### src/pkg/tccps_pkg.sv
package tccps_pkg;

    // ****************************************
    // Register map
    // ****************************************
    localparam logic [7:0] TCCPS_CC_STATUS_OFS = 8'h1d;
    localparam logic [7:0] TCCPS_POWER_STATUS_OFS = 8'h1e;
    localparam logic [7:0] TCCPS_CC_STATUS_RESET = 8'h00;
    localparam logic [7:0] TCCPS_POWER_STATUS_RESET = 8'h08;
    localparam logic [7:0] TCCPS_READ_NONE = 8'h00;

    // ****************************************
    // Field positions
    // ****************************************
    localparam int TCCPS_SEEK_BIT = 5;
    localparam int TCCPS_RES_BIT = 4;
    localparam int TCCPS_LINE_TWO_LSB = 2;
    localparam int TCCPS_LINE_ONE_LSB = 0;
    localparam int TCCPS_ACC_BIT = 7;
    localparam int TCCPS_INIT_BIT = 6;
    localparam int TCCPS_HV_BIT = 5;
    localparam int TCCPS_SRC_BIT = 4;
    localparam int TCCPS_DET_EN_BIT = 3;
    localparam int TCCPS_BUS_BIT = 2;
    localparam int TCCPS_CABLE_BIT = 1;
    localparam int TCCPS_SNK_BIT = 0;

    // ****************************************
    // Encodings
    // ****************************************
    typedef enum logic [1:0] {
        TCCPS_TERM_RA = 2'b00,
        TCCPS_TERM_RP = 2'b01,
        TCCPS_TERM_RD = 2'b10,
        TCCPS_TERM_OPEN = 2'b11
    } tccps_term_t;

    localparam logic [1:0] TCCPS_LINE_OPEN = 2'h0;
    localparam logic [1:0] TCCPS_SRC_RA = 2'h1;
    localparam logic [1:0] TCCPS_SRC_RD = 2'h2;
    localparam logic [1:0] TCCPS_SRC_RSVD = 2'h3;
    localparam logic [1:0] TCCPS_SNK_DEFAULT = 2'h1;
    localparam logic [1:0] TCCPS_SNK_1P5 = 2'h2;
    localparam logic [1:0] TCCPS_SNK_3P0 = 2'h3;

    typedef enum logic {
        TCCPS_DISCH_IDLE = 1'b0,
        TCCPS_DISCH_ACTIVE = 1'b1
    } tccps_disch_t;

    // ****************************************
    // Carriers
    // ****************************************
    typedef struct packed {
        tccps_term_t cc1_term;
        tccps_term_t cc2_term;
        logic drp_mode;
        logic vconn_source_enable;
        logic plug_flip;
        logic seeking_connection;
        logic presenting_rd;
    } tccps_ctrl_t;

    typedef struct packed {
        logic accessory_attached;
        logic init_pending;
        logic high_voltage_sourcing;
        logic source_path_out;
        logic vbus_source_enable;
        logic presence_detect_enabled;
        logic sink_path_out;
    } tccps_power_t;

    typedef struct packed {
        logic [1:0] line_one_code;
        logic [1:0] line_two_code;
        logic bus_power_cmp;
        logic cable_power_cmp;
        logic below_safe0v_cmp;
    } tccps_sense_t;

    typedef struct packed {
        tccps_sense_t sense_meta;
        tccps_sense_t sense_sync;
        logic [7:0] cc_status;
        logic [7:0] power_status;
        logic resolved;
        logic seek_prev;
        tccps_disch_t disch;
        logic cc_irq;
        logic pwr_irq;
        logic [7:0] rd_data;
        logic rd_valid;
    } tccps_state_t;

    localparam tccps_state_t TCCPS_STATE_RESET = '{
        sense_meta: '0,
        sense_sync: '0,
        cc_status: TCCPS_CC_STATUS_RESET,
        power_status: TCCPS_POWER_STATUS_RESET,
        resolved: 1'b0,
        seek_prev: 1'b0,
        disch: TCCPS_DISCH_IDLE,
        cc_irq: 1'b0,
        pwr_irq: 1'b0,
        rd_data: TCCPS_READ_NONE,
        rd_valid: 1'b0
    };

endpackage

### src/hw/tccps_status.sv
module tccps_status (
    input wire logic sys_clk,
    input wire logic rst,
    input wire tccps_pkg::tccps_ctrl_t ctrl,
    input wire tccps_pkg::tccps_power_t power,
    input wire tccps_pkg::tccps_sense_t sense_pin,
    input wire logic discharge_start,
    input wire logic [7:0] reg_addr,
    input wire logic reg_rd,
    input wire logic reg_wr,
    input wire logic [7:0] reg_wdata,
    output logic [7:0] reg_rdata,
    output logic reg_rvalid,
    output logic [7:0] cc_line_status,
    output logic [7:0] power_path_status,
    output logic cc_change_irq,
    output logic power_change_irq,
    output logic discharge_active,
    output logic resolved_termination
);
    import tccps_pkg::*;

    tccps_state_t st_reg;
    tccps_state_t st_next;

    // ****************************************
    // Line field decode
    // ****************************************
    function automatic logic [1:0] line_code(
        input tccps_term_t term,
        input logic drp,
        input logic res,
        input logic [1:0] code
    );
        logic sink_view;
        logic [1:0] val;
        sink_view = drp ? res : (term == TCCPS_TERM_RD);
        if (!drp && (term == TCCPS_TERM_RA || term == TCCPS_TERM_OPEN)) begin
            val = TCCPS_LINE_OPEN;
        end else if (sink_view) begin
            val = code;
        end else if (code == TCCPS_SRC_RSVD) begin
            // Reserved source code never reaches software
            val = TCCPS_LINE_OPEN;
        end else begin
            val = code;
        end
        return val;
    endfunction

    // ****************************************
    // Next state
    // ****************************************
    always_comb begin
        st_next = st_reg;
        // Comparators are asynchronous to sys_clk
        st_next.sense_meta = sense_pin;
        st_next.sense_sync = st_reg.sense_meta;

        st_next.seek_prev = ctrl.seeking_connection;
        // Latch the termination presented when the search stops, then hold it
        if (st_reg.seek_prev && !ctrl.seeking_connection) begin
            st_next.resolved = ctrl.presenting_rd;
        end

        st_next.cc_status = TCCPS_CC_STATUS_RESET;
        st_next.cc_status[TCCPS_SEEK_BIT] = ctrl.seeking_connection;
        st_next.cc_status[TCCPS_RES_BIT] = st_next.resolved;
        // Searching and the flip-0 VCONN case blank both fields; the swapped case does not
        if (!ctrl.seeking_connection && !(ctrl.vconn_source_enable && !ctrl.plug_flip)) begin
            st_next.cc_status[TCCPS_LINE_ONE_LSB +: 2] =
                line_code(ctrl.cc1_term, ctrl.drp_mode, st_next.resolved, st_reg.sense_sync.line_one_code);
            st_next.cc_status[TCCPS_LINE_TWO_LSB +: 2] =
                line_code(ctrl.cc2_term, ctrl.drp_mode, st_next.resolved, st_reg.sense_sync.line_two_code);
        end

        st_next.power_status[TCCPS_ACC_BIT] = power.accessory_attached;
        st_next.power_status[TCCPS_INIT_BIT] = power.init_pending;
        st_next.power_status[TCCPS_HV_BIT] = power.high_voltage_sourcing;
        st_next.power_status[TCCPS_SRC_BIT] = power.source_path_out && power.vbus_source_enable;
        st_next.power_status[TCCPS_DET_EN_BIT] = power.presence_detect_enabled;
        st_next.power_status[TCCPS_BUS_BIT] = st_reg.sense_sync.bus_power_cmp;
        st_next.power_status[TCCPS_CABLE_BIT] =
            st_reg.sense_sync.cable_power_cmp && ctrl.vconn_source_enable;
        st_next.power_status[TCCPS_SNK_BIT] = power.sink_path_out;

        // Alerts are one-cycle pulses; cc_irq and pwr_irq are recomputed every cycle, not latched
        st_next.cc_irq = (st_next.cc_status != st_reg.cc_status);
        st_next.pwr_irq = (st_next.power_status != st_reg.power_status);

        unique case (st_reg.disch)
            TCCPS_DISCH_IDLE: begin
                if (discharge_start && !st_reg.sense_sync.below_safe0v_cmp) begin
                    st_next.disch = TCCPS_DISCH_ACTIVE;
                end
            end
            TCCPS_DISCH_ACTIVE: begin
                if (st_reg.sense_sync.below_safe0v_cmp) begin
                    st_next.disch = TCCPS_DISCH_IDLE;
                end
            end
        endcase

        // Writes are dropped and reads do not touch the status
        st_next.rd_valid = reg_rd && !reg_wr;
        st_next.rd_data = TCCPS_READ_NONE;
        if (reg_rd && !reg_wr) begin
            if (reg_addr == TCCPS_CC_STATUS_OFS) begin
                st_next.rd_data = st_reg.cc_status;
            end else if (reg_addr == TCCPS_POWER_STATUS_OFS) begin
                st_next.rd_data = st_reg.power_status;
            end
        end
    end

    always_ff @(posedge sys_clk or posedge rst) begin
        if (rst) begin
            st_reg <= TCCPS_STATE_RESET;
        end else begin
            st_reg <= st_next;
        end
    end

    assign reg_rdata = st_reg.rd_data;
    assign reg_rvalid = st_reg.rd_valid;
    assign cc_line_status = st_reg.cc_status;
    assign power_path_status = st_reg.power_status;
    assign cc_change_irq = st_reg.cc_irq;
    assign power_change_irq = st_reg.pwr_irq;
    assign discharge_active = (st_reg.disch == TCCPS_DISCH_ACTIVE);
    assign resolved_termination = st_reg.resolved;
endmodule // tccps_status

### config.mk
export PLATFORM = sky130hd
export DESIGN_NAME = tccps_status
export DESIGN_NICKNAME = d
export VERILOG_FILES = /design/src/pkg/tccps_pkg.sv /design/src/hw/tccps_status.sv
export SDC_FILE = /design/constraint.sdc
export NUM_CORES = 1
export LEC_CHECK = 0
export BUFFER_PORTS_ARGS = -buffer_cell sky130_fd_sc_hd__buf_2
export CELL_PAD_IN_SITES_DETAIL_PLACEMENT = 1
export CELL_PAD_IN_SITES_GLOBAL_PLACEMENT = 1
export CORE_ASPECT_RATIO = 1.5
export CORE_MARGIN = 3
export CORE_UTILIZATION = 32
export CTS_CLUSTER_DIAMETER = 100
export DETAILED_ROUTE_END_ITERATION = 8
export PLACE_DENSITY_LB_ADDON = 0.3
export SKIP_CTS_REPAIR_TIMING = 1
export SYNTH_ARGS = -nofsm -noshare
export SYNTH_HDL_FRONTEND = slang
export SYNTH_SLANG_ARGS = --single-unit
### constraint.sdc
create_clock -name sys_clk -period 1.7 [get_ports sys_clk]
set_input_delay 0.34 -clock sys_clk [delete_from_list [all_inputs] [get_ports sys_clk]]
set_output_delay 0.34 -clock sys_clk [all_outputs]
set_load 0.01 [all_outputs]
# After elaboration in Yosys (flattened, before gate mapping)
# Cells that the tools add are included.
dict set report op_classes {
  addsub 0
  mul 0
  bitwise_logic 1
  n_eq_ne 10
  shift 0
  mux 16
  n_reduce_logical 19
  n_div 0
  order_cmp 0
}
# cell n
set ops {}
lappend ops {{8-bit 2-to-1 mux} 3}
lappend ops {{8-bit by 5-bit equality test with 1-bit output, second input constant} 2}
lappend ops {{2-bit equality test, second input constant} 6}
lappend ops {{2-bit 2-to-1 mux} 6}
lappend ops {{1-bit logical AND} 9}
lappend ops {{8-bit != test} 1}
lappend ops {{1-bit logical NOT} 6}
lappend ops {{6-bit != test} 1}
lappend ops {{1-bit 2-to-1 mux} 5}
lappend ops {{2-bit logical NOT} 2}
lappend ops {{4-bit 2-to-1 mux} 1}
lappend ops {{1-bit logical OR} 2}
lappend ops {{1-bit case mux with 2 select lines} 1}
lappend ops {{1-bit inverter} 1}
dict set report word_totals {
  ram_bits 0
  rom_bits 0
  out_inout_bits 29
  input_bits 44
  wordCells 65
  latch_bits 0
  memories 0
  regBits 42
}

# Logic depth before layout (Yosys ltp)
# Gate-level depths: netlist (run 1).
dict set report depth {
  word_depth 8
  mapped_depth 7
  ltp_nobuf 7
}

# Worst setup path before layout (run 1)
# OpenSTA, ideal clock, no wires.
dict set report synth_timing {
  kind {in2reg}
  start {input ctrl[1] (netlist name)}
  end {register st_reg (netlist bit cc_change_irq)}
  n_path_buf 0
  setup_ps 143
  setup_slack_ps -46
  arrival_ps 1603
  cell_stages 7
  required_time_ps 1557
  path_cell_list {inv_1 ha_1 mux2_4 mux2i_4 a21oi_2 a222oi_1 nand4_1}
}
# element line
set synth_lines {}
lappend synth_lines {{start: declaration} tccps_status.sv:4} ;# input wire tccps_pkg::tccps_ctrl_t ctrl,
lappend synth_lines {{end signal: assignment} tccps_status.sv:120} ;# st_reg <= st_next;
lappend synth_lines {{end: declaration} tccps_status.sv:23} ;# tccps_state_t st_reg;

==> reports/results.ini, run 1 <==
[finish]
syn_to_final_growth_pct=24.7
nNetsFinal=243
nFillCells=598
antenna-diode-count=0
seq_area_um2=1000
multiInputGateArea_um2=523
number_of_cells_in_the_finished_layout_apart_from_fillers=265
layout.core_utilization_pct=41.5
proportion_of_layout_cells_with_a_drive_suffix_above_1_pct=46.2

[sta]
share_of_the_clock_period_used_by_the_worst_path_pct=104
timing.final.crit_period_ns=1.76
finalHoldWorstSlack_ns=0.0798
clock_skew_ns=0.00536
tightestPinTransition_ns=0.546
post-route-worst-setup-slack_ns=-0.0637
number_of_setup_violations_in_the_final_report=1
fmax_mhz=567
finalMaxSlewViolations=0
slew_margin_rel_pct=63.6
timing.final.hold_violations=0
grt_setup_unrepaired=true

[yosys]
synthTopCellsByCount=dfrtp_1, buf_4, nor2_1, inv_1
syn_avg_cell_area_um2=12.3
seq_area_frac_synth_pct=57.8
synth.distinct_cells=29
ys_async_sr_fraction_pct=100
ys_warn_count=0
synth_area_um2=1730
syn-instance-count=141
number_of_storage_elements_in_the_synthesis_netlist=40
synth.top_cell.area_share_pct=56.3
synth_largest_area_cell=dfrtp_1
synthMostInstantiatedCell=dfrtp_1
synth_edf_count=0
synth_top_cells_by_area=dfrtp_1, buf_4, xnor2_1
synth_flop_cell=dfrtp_1

[power]
power.total_mw=2.05
power_per_cell_area_nw_per_um2=948
peakVddDrop_uv=478
power.static_leakage_nw=1.06

[grt]
grt_util_all_layers_pct=12.9
antenna_found_initial=0
grt_first_pass_wirelength_mm=6.08
grt_overflow=0
maximum_number_of_pins_on_one_net_before_global_route_repair=18
number_of_global_route_vias_before_repair=1361

[route]
wl_per_cell_um=14.2
drt_iter0_markers=29
antenna_left=0
via_per_inst=4.65
dr.pass1.iters=4
vias=1231
wl_mm=3.76
drc_viols=0

[setup_path]
worst_r2r_path_depth=6
family_with_the_most_delay_on_the_worst_path=multiplexers
crit_path_end_kind=register
timing.setup.critical_path_class=reg -> reg
timing.critical_path.slowest_cell_delay_ns=0.39
timing.critical_path.from_type=register
cp_slowest_cell=dfrtp_1
critical_path_required_ns=1.86
crit_arrival_ns=1.93
timing.critical_path.cells=ha_2 > mux2_4 > mux2i_4 > a21oi_2 > a222oi_1 > nand4_1
critical_path_depth=6
timing.critical_path.fanout_max=3
cp.buffers_inverters=0

[floorplanning]
die_w_um=66.1
core_um2=5200
fp-row-count=32
start_util_pct=33.3
design.portCount=73
die_footprint_um2=6360
die_h_um=96.2

[placement]
finalWeightedCongestion=0.812
place.detailed.hpwl_mm=3.09
pre_cts_slack_ns=-0.203
dp.cells=257
buffer_ports.inserted=62

[clock_network]
htreeDepth=2
clock_latency_ns=0.29
clk_pin_slew_ns=0.08
cts_buffers=5
numClockSinks=40
tritoncts=yes
cts.path.max_buffers=2
clock-root-buffer=clkbuf_8

[run_status]
failed_checks=negative setup slack
status=finished with violations

[flow_run]
max-cap-violations=0

[hold_path]
hold_class=in -> async

-- path summary, 6_finish.rpt --
| kind | from | end | slack (ns) |
|---|---|---|---|
| max in group asynchronous | rst | power_path_status[3] | 1.07 |
| setup / recovery | cc_line_status[5] | cc_change_irq | -0.06 |
| setup reg to reg | cc_line_status[5] | cc_change_irq | -0.06 |
| hold / removal | rst | st_next[34] | 0.08 |
| hold reg to reg | st_next[30] | st_reg[30] | 0.35 |
| min in group sys_clk | sense_pin[4] | st_next[34] | 0.15 |
-- layout make-up --
type	count	share of cell area, %
Clock buffer	6	3.36
Clock inverter	2	1.62
Inverter	9	1.56
Multi-Input combinational cell	68	24.2
Sequential cell	40	46.4
Tap cell	68	3.94
Timing Repair Buffer	72	19.0
-- metal layers --
metal	global-route usage (%)	share of wire [%]	up-vias
met4	6.27	2.4	0
met2	23.9	56	48
met3	4.09	7.7	7
li1	-	-	568
met1	12.6	34	608
met5	0	0	-
-- kinds of logic (layout without fill, tap and decap cells) --
| group | count (synthesis) | after routing | synth area share [%] |
|---|---|---|---|
| AO/OA/AOI/OAI | 17 | 17 | 7.36 |
| multiplexers | 3 | 3 | 3.46 |
| buffers and inverters | 34 | 89 | 12.6 |
| flip-flops | 40 | 40 | 57.8 |
| XOR/XNOR | 9 | 9 | 4.55 |
| AND/OR/NAND/NOR | 34 | 34 | 11.8 |
| adder cells (fa/ha/maj) | 3 | 3 | 2.16 |
| other | 1 | 2 | 0.216 |
-- report_power, final --
part           switching [mW]  internal (mW)  leakage (nW)
combinational           0.135          0.129         0.515
clock                   0.327          0.436        0.0552
sequential             0.0286          0.994         0.491
total                   0.491           1.56          1.06
-- cells in the final DEF, fill, tap and decap left out, types with 2 or more instances in the layout --
cell	Yosys	routed
a211oi_1	2	2
a21oi_1	3	2
a21oi_2	1	2
a222oi_1	2	2
a22oi_1	6	6
and2_1	2	2
and3_1	2	2
buf_12	0	2
buf_2	1	62
buf_4	24	8
clkbuf_8	0	5
conb_1	1	2
dfrtp_1	39	39
ha_1	3	2
inv_1	9	8
mux2i_4	2	2
nand2b_1	4	4
nand3_1	5	5
nand4_1	6	6
nor2_1	10	10
nor3b_2	2	2
xnor2_1	6	6
xor2_1	3	3
-- through the flow --
| step | instance area (um^2) | TNS [ns] |
|---|---|---|
| CTS | 2160 | -0.0949 |
| finish | 2160 | -0.0637 |
| detailed placement | 2050 | -0.203 |
| floorplan | 1740 | 0 |
| global placement | 2050 | -0.170 |
| global route | 2160 | -0.174 |
Note: power is estimated with default switching activity, not from simulation.
==> run 2, diff against run 1 <==
- ABC_AREA: default -> 1
- CORE_UTILIZATION: 32 -> 31
==> run 2 against run 1 <==
Net effect: the flow now finishes without violations; critical path depth is 3 higher; critical endpoint unchanged; routed wire length decreased by 8.2%; fmax increased by 18%; critical path type unchanged; largest power group unchanged; final cell count rose by 12%; setup slack better by 0.27 ns.
==> reports/results.ini, run 2 <==
[run_status]
status=finished clean

[flow_run]
max-cap-violations=0

[sta]
clock_skew_ns=0.00701
post-route-worst-setup-slack_ns=0.209
finalMaxSlewViolations=0
share_of_the_clock_period_used_by_the_worst_path_pct=87.7
fin_tns_setup_ns=0
grt_setup_unrepaired=false
number_of_setup_violations_in_the_final_report=0
fmax_mhz=671
timing.final.crit_period_ns=1.49
timing.final.hold_violations=0

[setup_path]
critical_path_required_ns=1.86
worst_r2r_path_depth=9
cp_slowest_cell=dfrtp_1
crit_arrival_ns=1.65
timing.critical_path.from_type=register
timing.critical_path.slowest_cell_delay_ns=0.41
crit_path_end_kind=register
timing.critical_path.fanout_max=4
timing.critical_path.cells=ha_1 > nand2_1 > nand3_1 > nand3_1 > nand2_1 > nand2_1 > nand2_1 > nor2_1 > nand3_1
timing.setup.critical_path_class=reg -> reg
cpMostUsedCell=nand2_1

[route]
drc_viols=0
via_per_inst=4.20
wl_per_cell_um=11.6
antenna_left=0
vias=1252
dr.pass1.iters=3
drt_iter0_markers=29
wl_mm=3.45

[clock_network]
clock_latency_ns=0.29
cts_buffers=5
numClockSinks=40
clk_pin_slew_ns=0.08
clock-root-buffer=clkbuf_8
cts.path.max_buffers=2
htreeDepth=2
tritoncts=yes

[yosys]
syn-instance-count=179
number_of_storage_elements_in_the_synthesis_netlist=40
synth_flop_cell=dfrtp_1
synthTopCellsByCount=dfrtp_1, inv_1, nand2_1, buf_4, nand3_1
synthMostInstantiatedCell=dfrtp_1
syn_avg_cell_area_um2=9.88
seq_area_frac_synth_pct=56.6
synth.top_cell.area_share_pct=55.2
synth_top_cells_by_area=dfrtp_1, buf_4, inv_1
synth_area_um2=1770
synth_edf_count=0
synth.distinct_cells=20
ys_warn_count=0
synth_largest_area_cell=dfrtp_1
ys_async_sr_fraction_pct=100

[finish]
proportion_of_layout_cells_with_a_drive_suffix_above_1_pct=33.3
nNetsFinal=274
syn_to_final_growth_pct=19.4
final_common_cell=buf_2
layout.cells.most_common_list=buf_2, dfrtp_1, inv_1, nand2_1, nand3_1
antenna-diode-count=0

[placement]
buffer_ports.inserted=62
finalWeightedCongestion=0.758
place.detailed.hpwl_mm=2.80
pre_cts_slack_ns=0.124

[grt]
met3_usage_pct=3.31
antenna_found_initial=0
number_of_global_route_vias_before_repair=1271
grt_overflow=0
grt_util_all_layers_pct=11.7
met1_usage_pct=13.0
grt_first_pass_wirelength_mm=5.77
maximum_number_of_pins_on_one_net_before_global_route_repair=41
met2_usage_pct=20.3
globalRoute.busiestLayer=met2

[floorplanning]
fp-row-count=33
die_footprint_um2=6670
core_um2=5490
die_w_um=67.7
start_util_pct=32.2
design.portCount=73
die_h_um=98.5

[power]
power.static_leakage_nw=1.15
peakVddDrop_uv=508
power_per_cell_area_nw_per_um2=943

[hold_path]
hold_path_depth=1
hold_class=in -> reg

run 2: changes by cell type after synthesis, moves of 4 or more:
| cell | previous run | this run |
|---|---|---|
| a21oi_1 | 3 | 7 |
| a22oi_1 | 6 | 0 |
| inv_1 | 9 | 28 |
| nand2_1 | 0 | 28 |
| nand2b_1 | 4 | 0 |
| nand3_1 | 5 | 17 |
| nand4_1 | 6 | 1 |
| xnor2_1 | 6 | 2 |
| xor2_1 | 3 | 7 |
run 2: cell families after synthesis:
group                    after synthesis  share of synthesized area [%]
flip-flops                            40                           56.6
AND/OR/NAND/NOR                       65                           18.0
adder cells (fa/ha/maj)                3                           2.12
AO/OA/AOI/OAI                          8                           2.26
buffers and inverters                 53                           16.3
XOR/XNOR                               9                           4.46
other                                  1                          0.212
run 2: final cells by class:
cell class,count,area [um^2]
Multi-Input combinational cell,87,482
Sequential cell,40,1000
Fill cell,678,3380
Tap cell,70,87.6
Inverter,29,109
Clock buffer,6,72.6
Clock inverter,2,35.0
Timing Repair Buffer,64,325
run 2: critical path: cells and delay by family, from the launching register on:
family                     cells  cell delay, ns
and+or+nand+nor                8            0.74
DFF                            1            0.41
adders and majority gates      1            0.21
run 2: stage by stage:
step                      total power [mW]  hold slack [ns]  util [%]  std cells  cell area, um^2
after floorplan                       1.18            0.331         -        180             1770
after global placement                1.25            0.332      36.5        290             2010
after detailed placement              1.26            0.336      36.5        290             2010
after CTS                             2.03            0.143      38.5        298             2110
after global routing                  2.12            0.133      38.5        298             2110
final                                 1.99            0.152      38.5        298             2110
run 2: power by group:
| part | switching (mW) | internal, mW | total, mW | leakage (nW) |
|---|---|---|---|---|
| clock network | 0.324 | 0.436 | 0.760 | 0.0552 |
| registers | 0.0268 | 0.993 | 1.02 | 0.490 |
| logic | 0.123 | 0.0909 | 0.214 | 0.604 |
run 2: worst paths after layout:
kind | start | end | slack, ns
max reg2reg | cc_line_status[5] | cc_change_irq | 0.21
min in group asynchronous | rst | cc_line_status[3] | 0.16
min reg2reg | st_next[35] | st_reg[35] | 0.35
max in group asynchronous | rst | power_path_status[3] | 1.19
max | cc_line_status[5] | cc_change_irq | 0.21
min | sense_pin[5] | st_next[35] | 0.15
run 2: per-layer routing:
layer  part of all wire [%]  up-vias
li1                       -      619
met1                     37      590
met2                     54       39
met3                    6.5        4
met4                    1.8        0
met5                      0        -
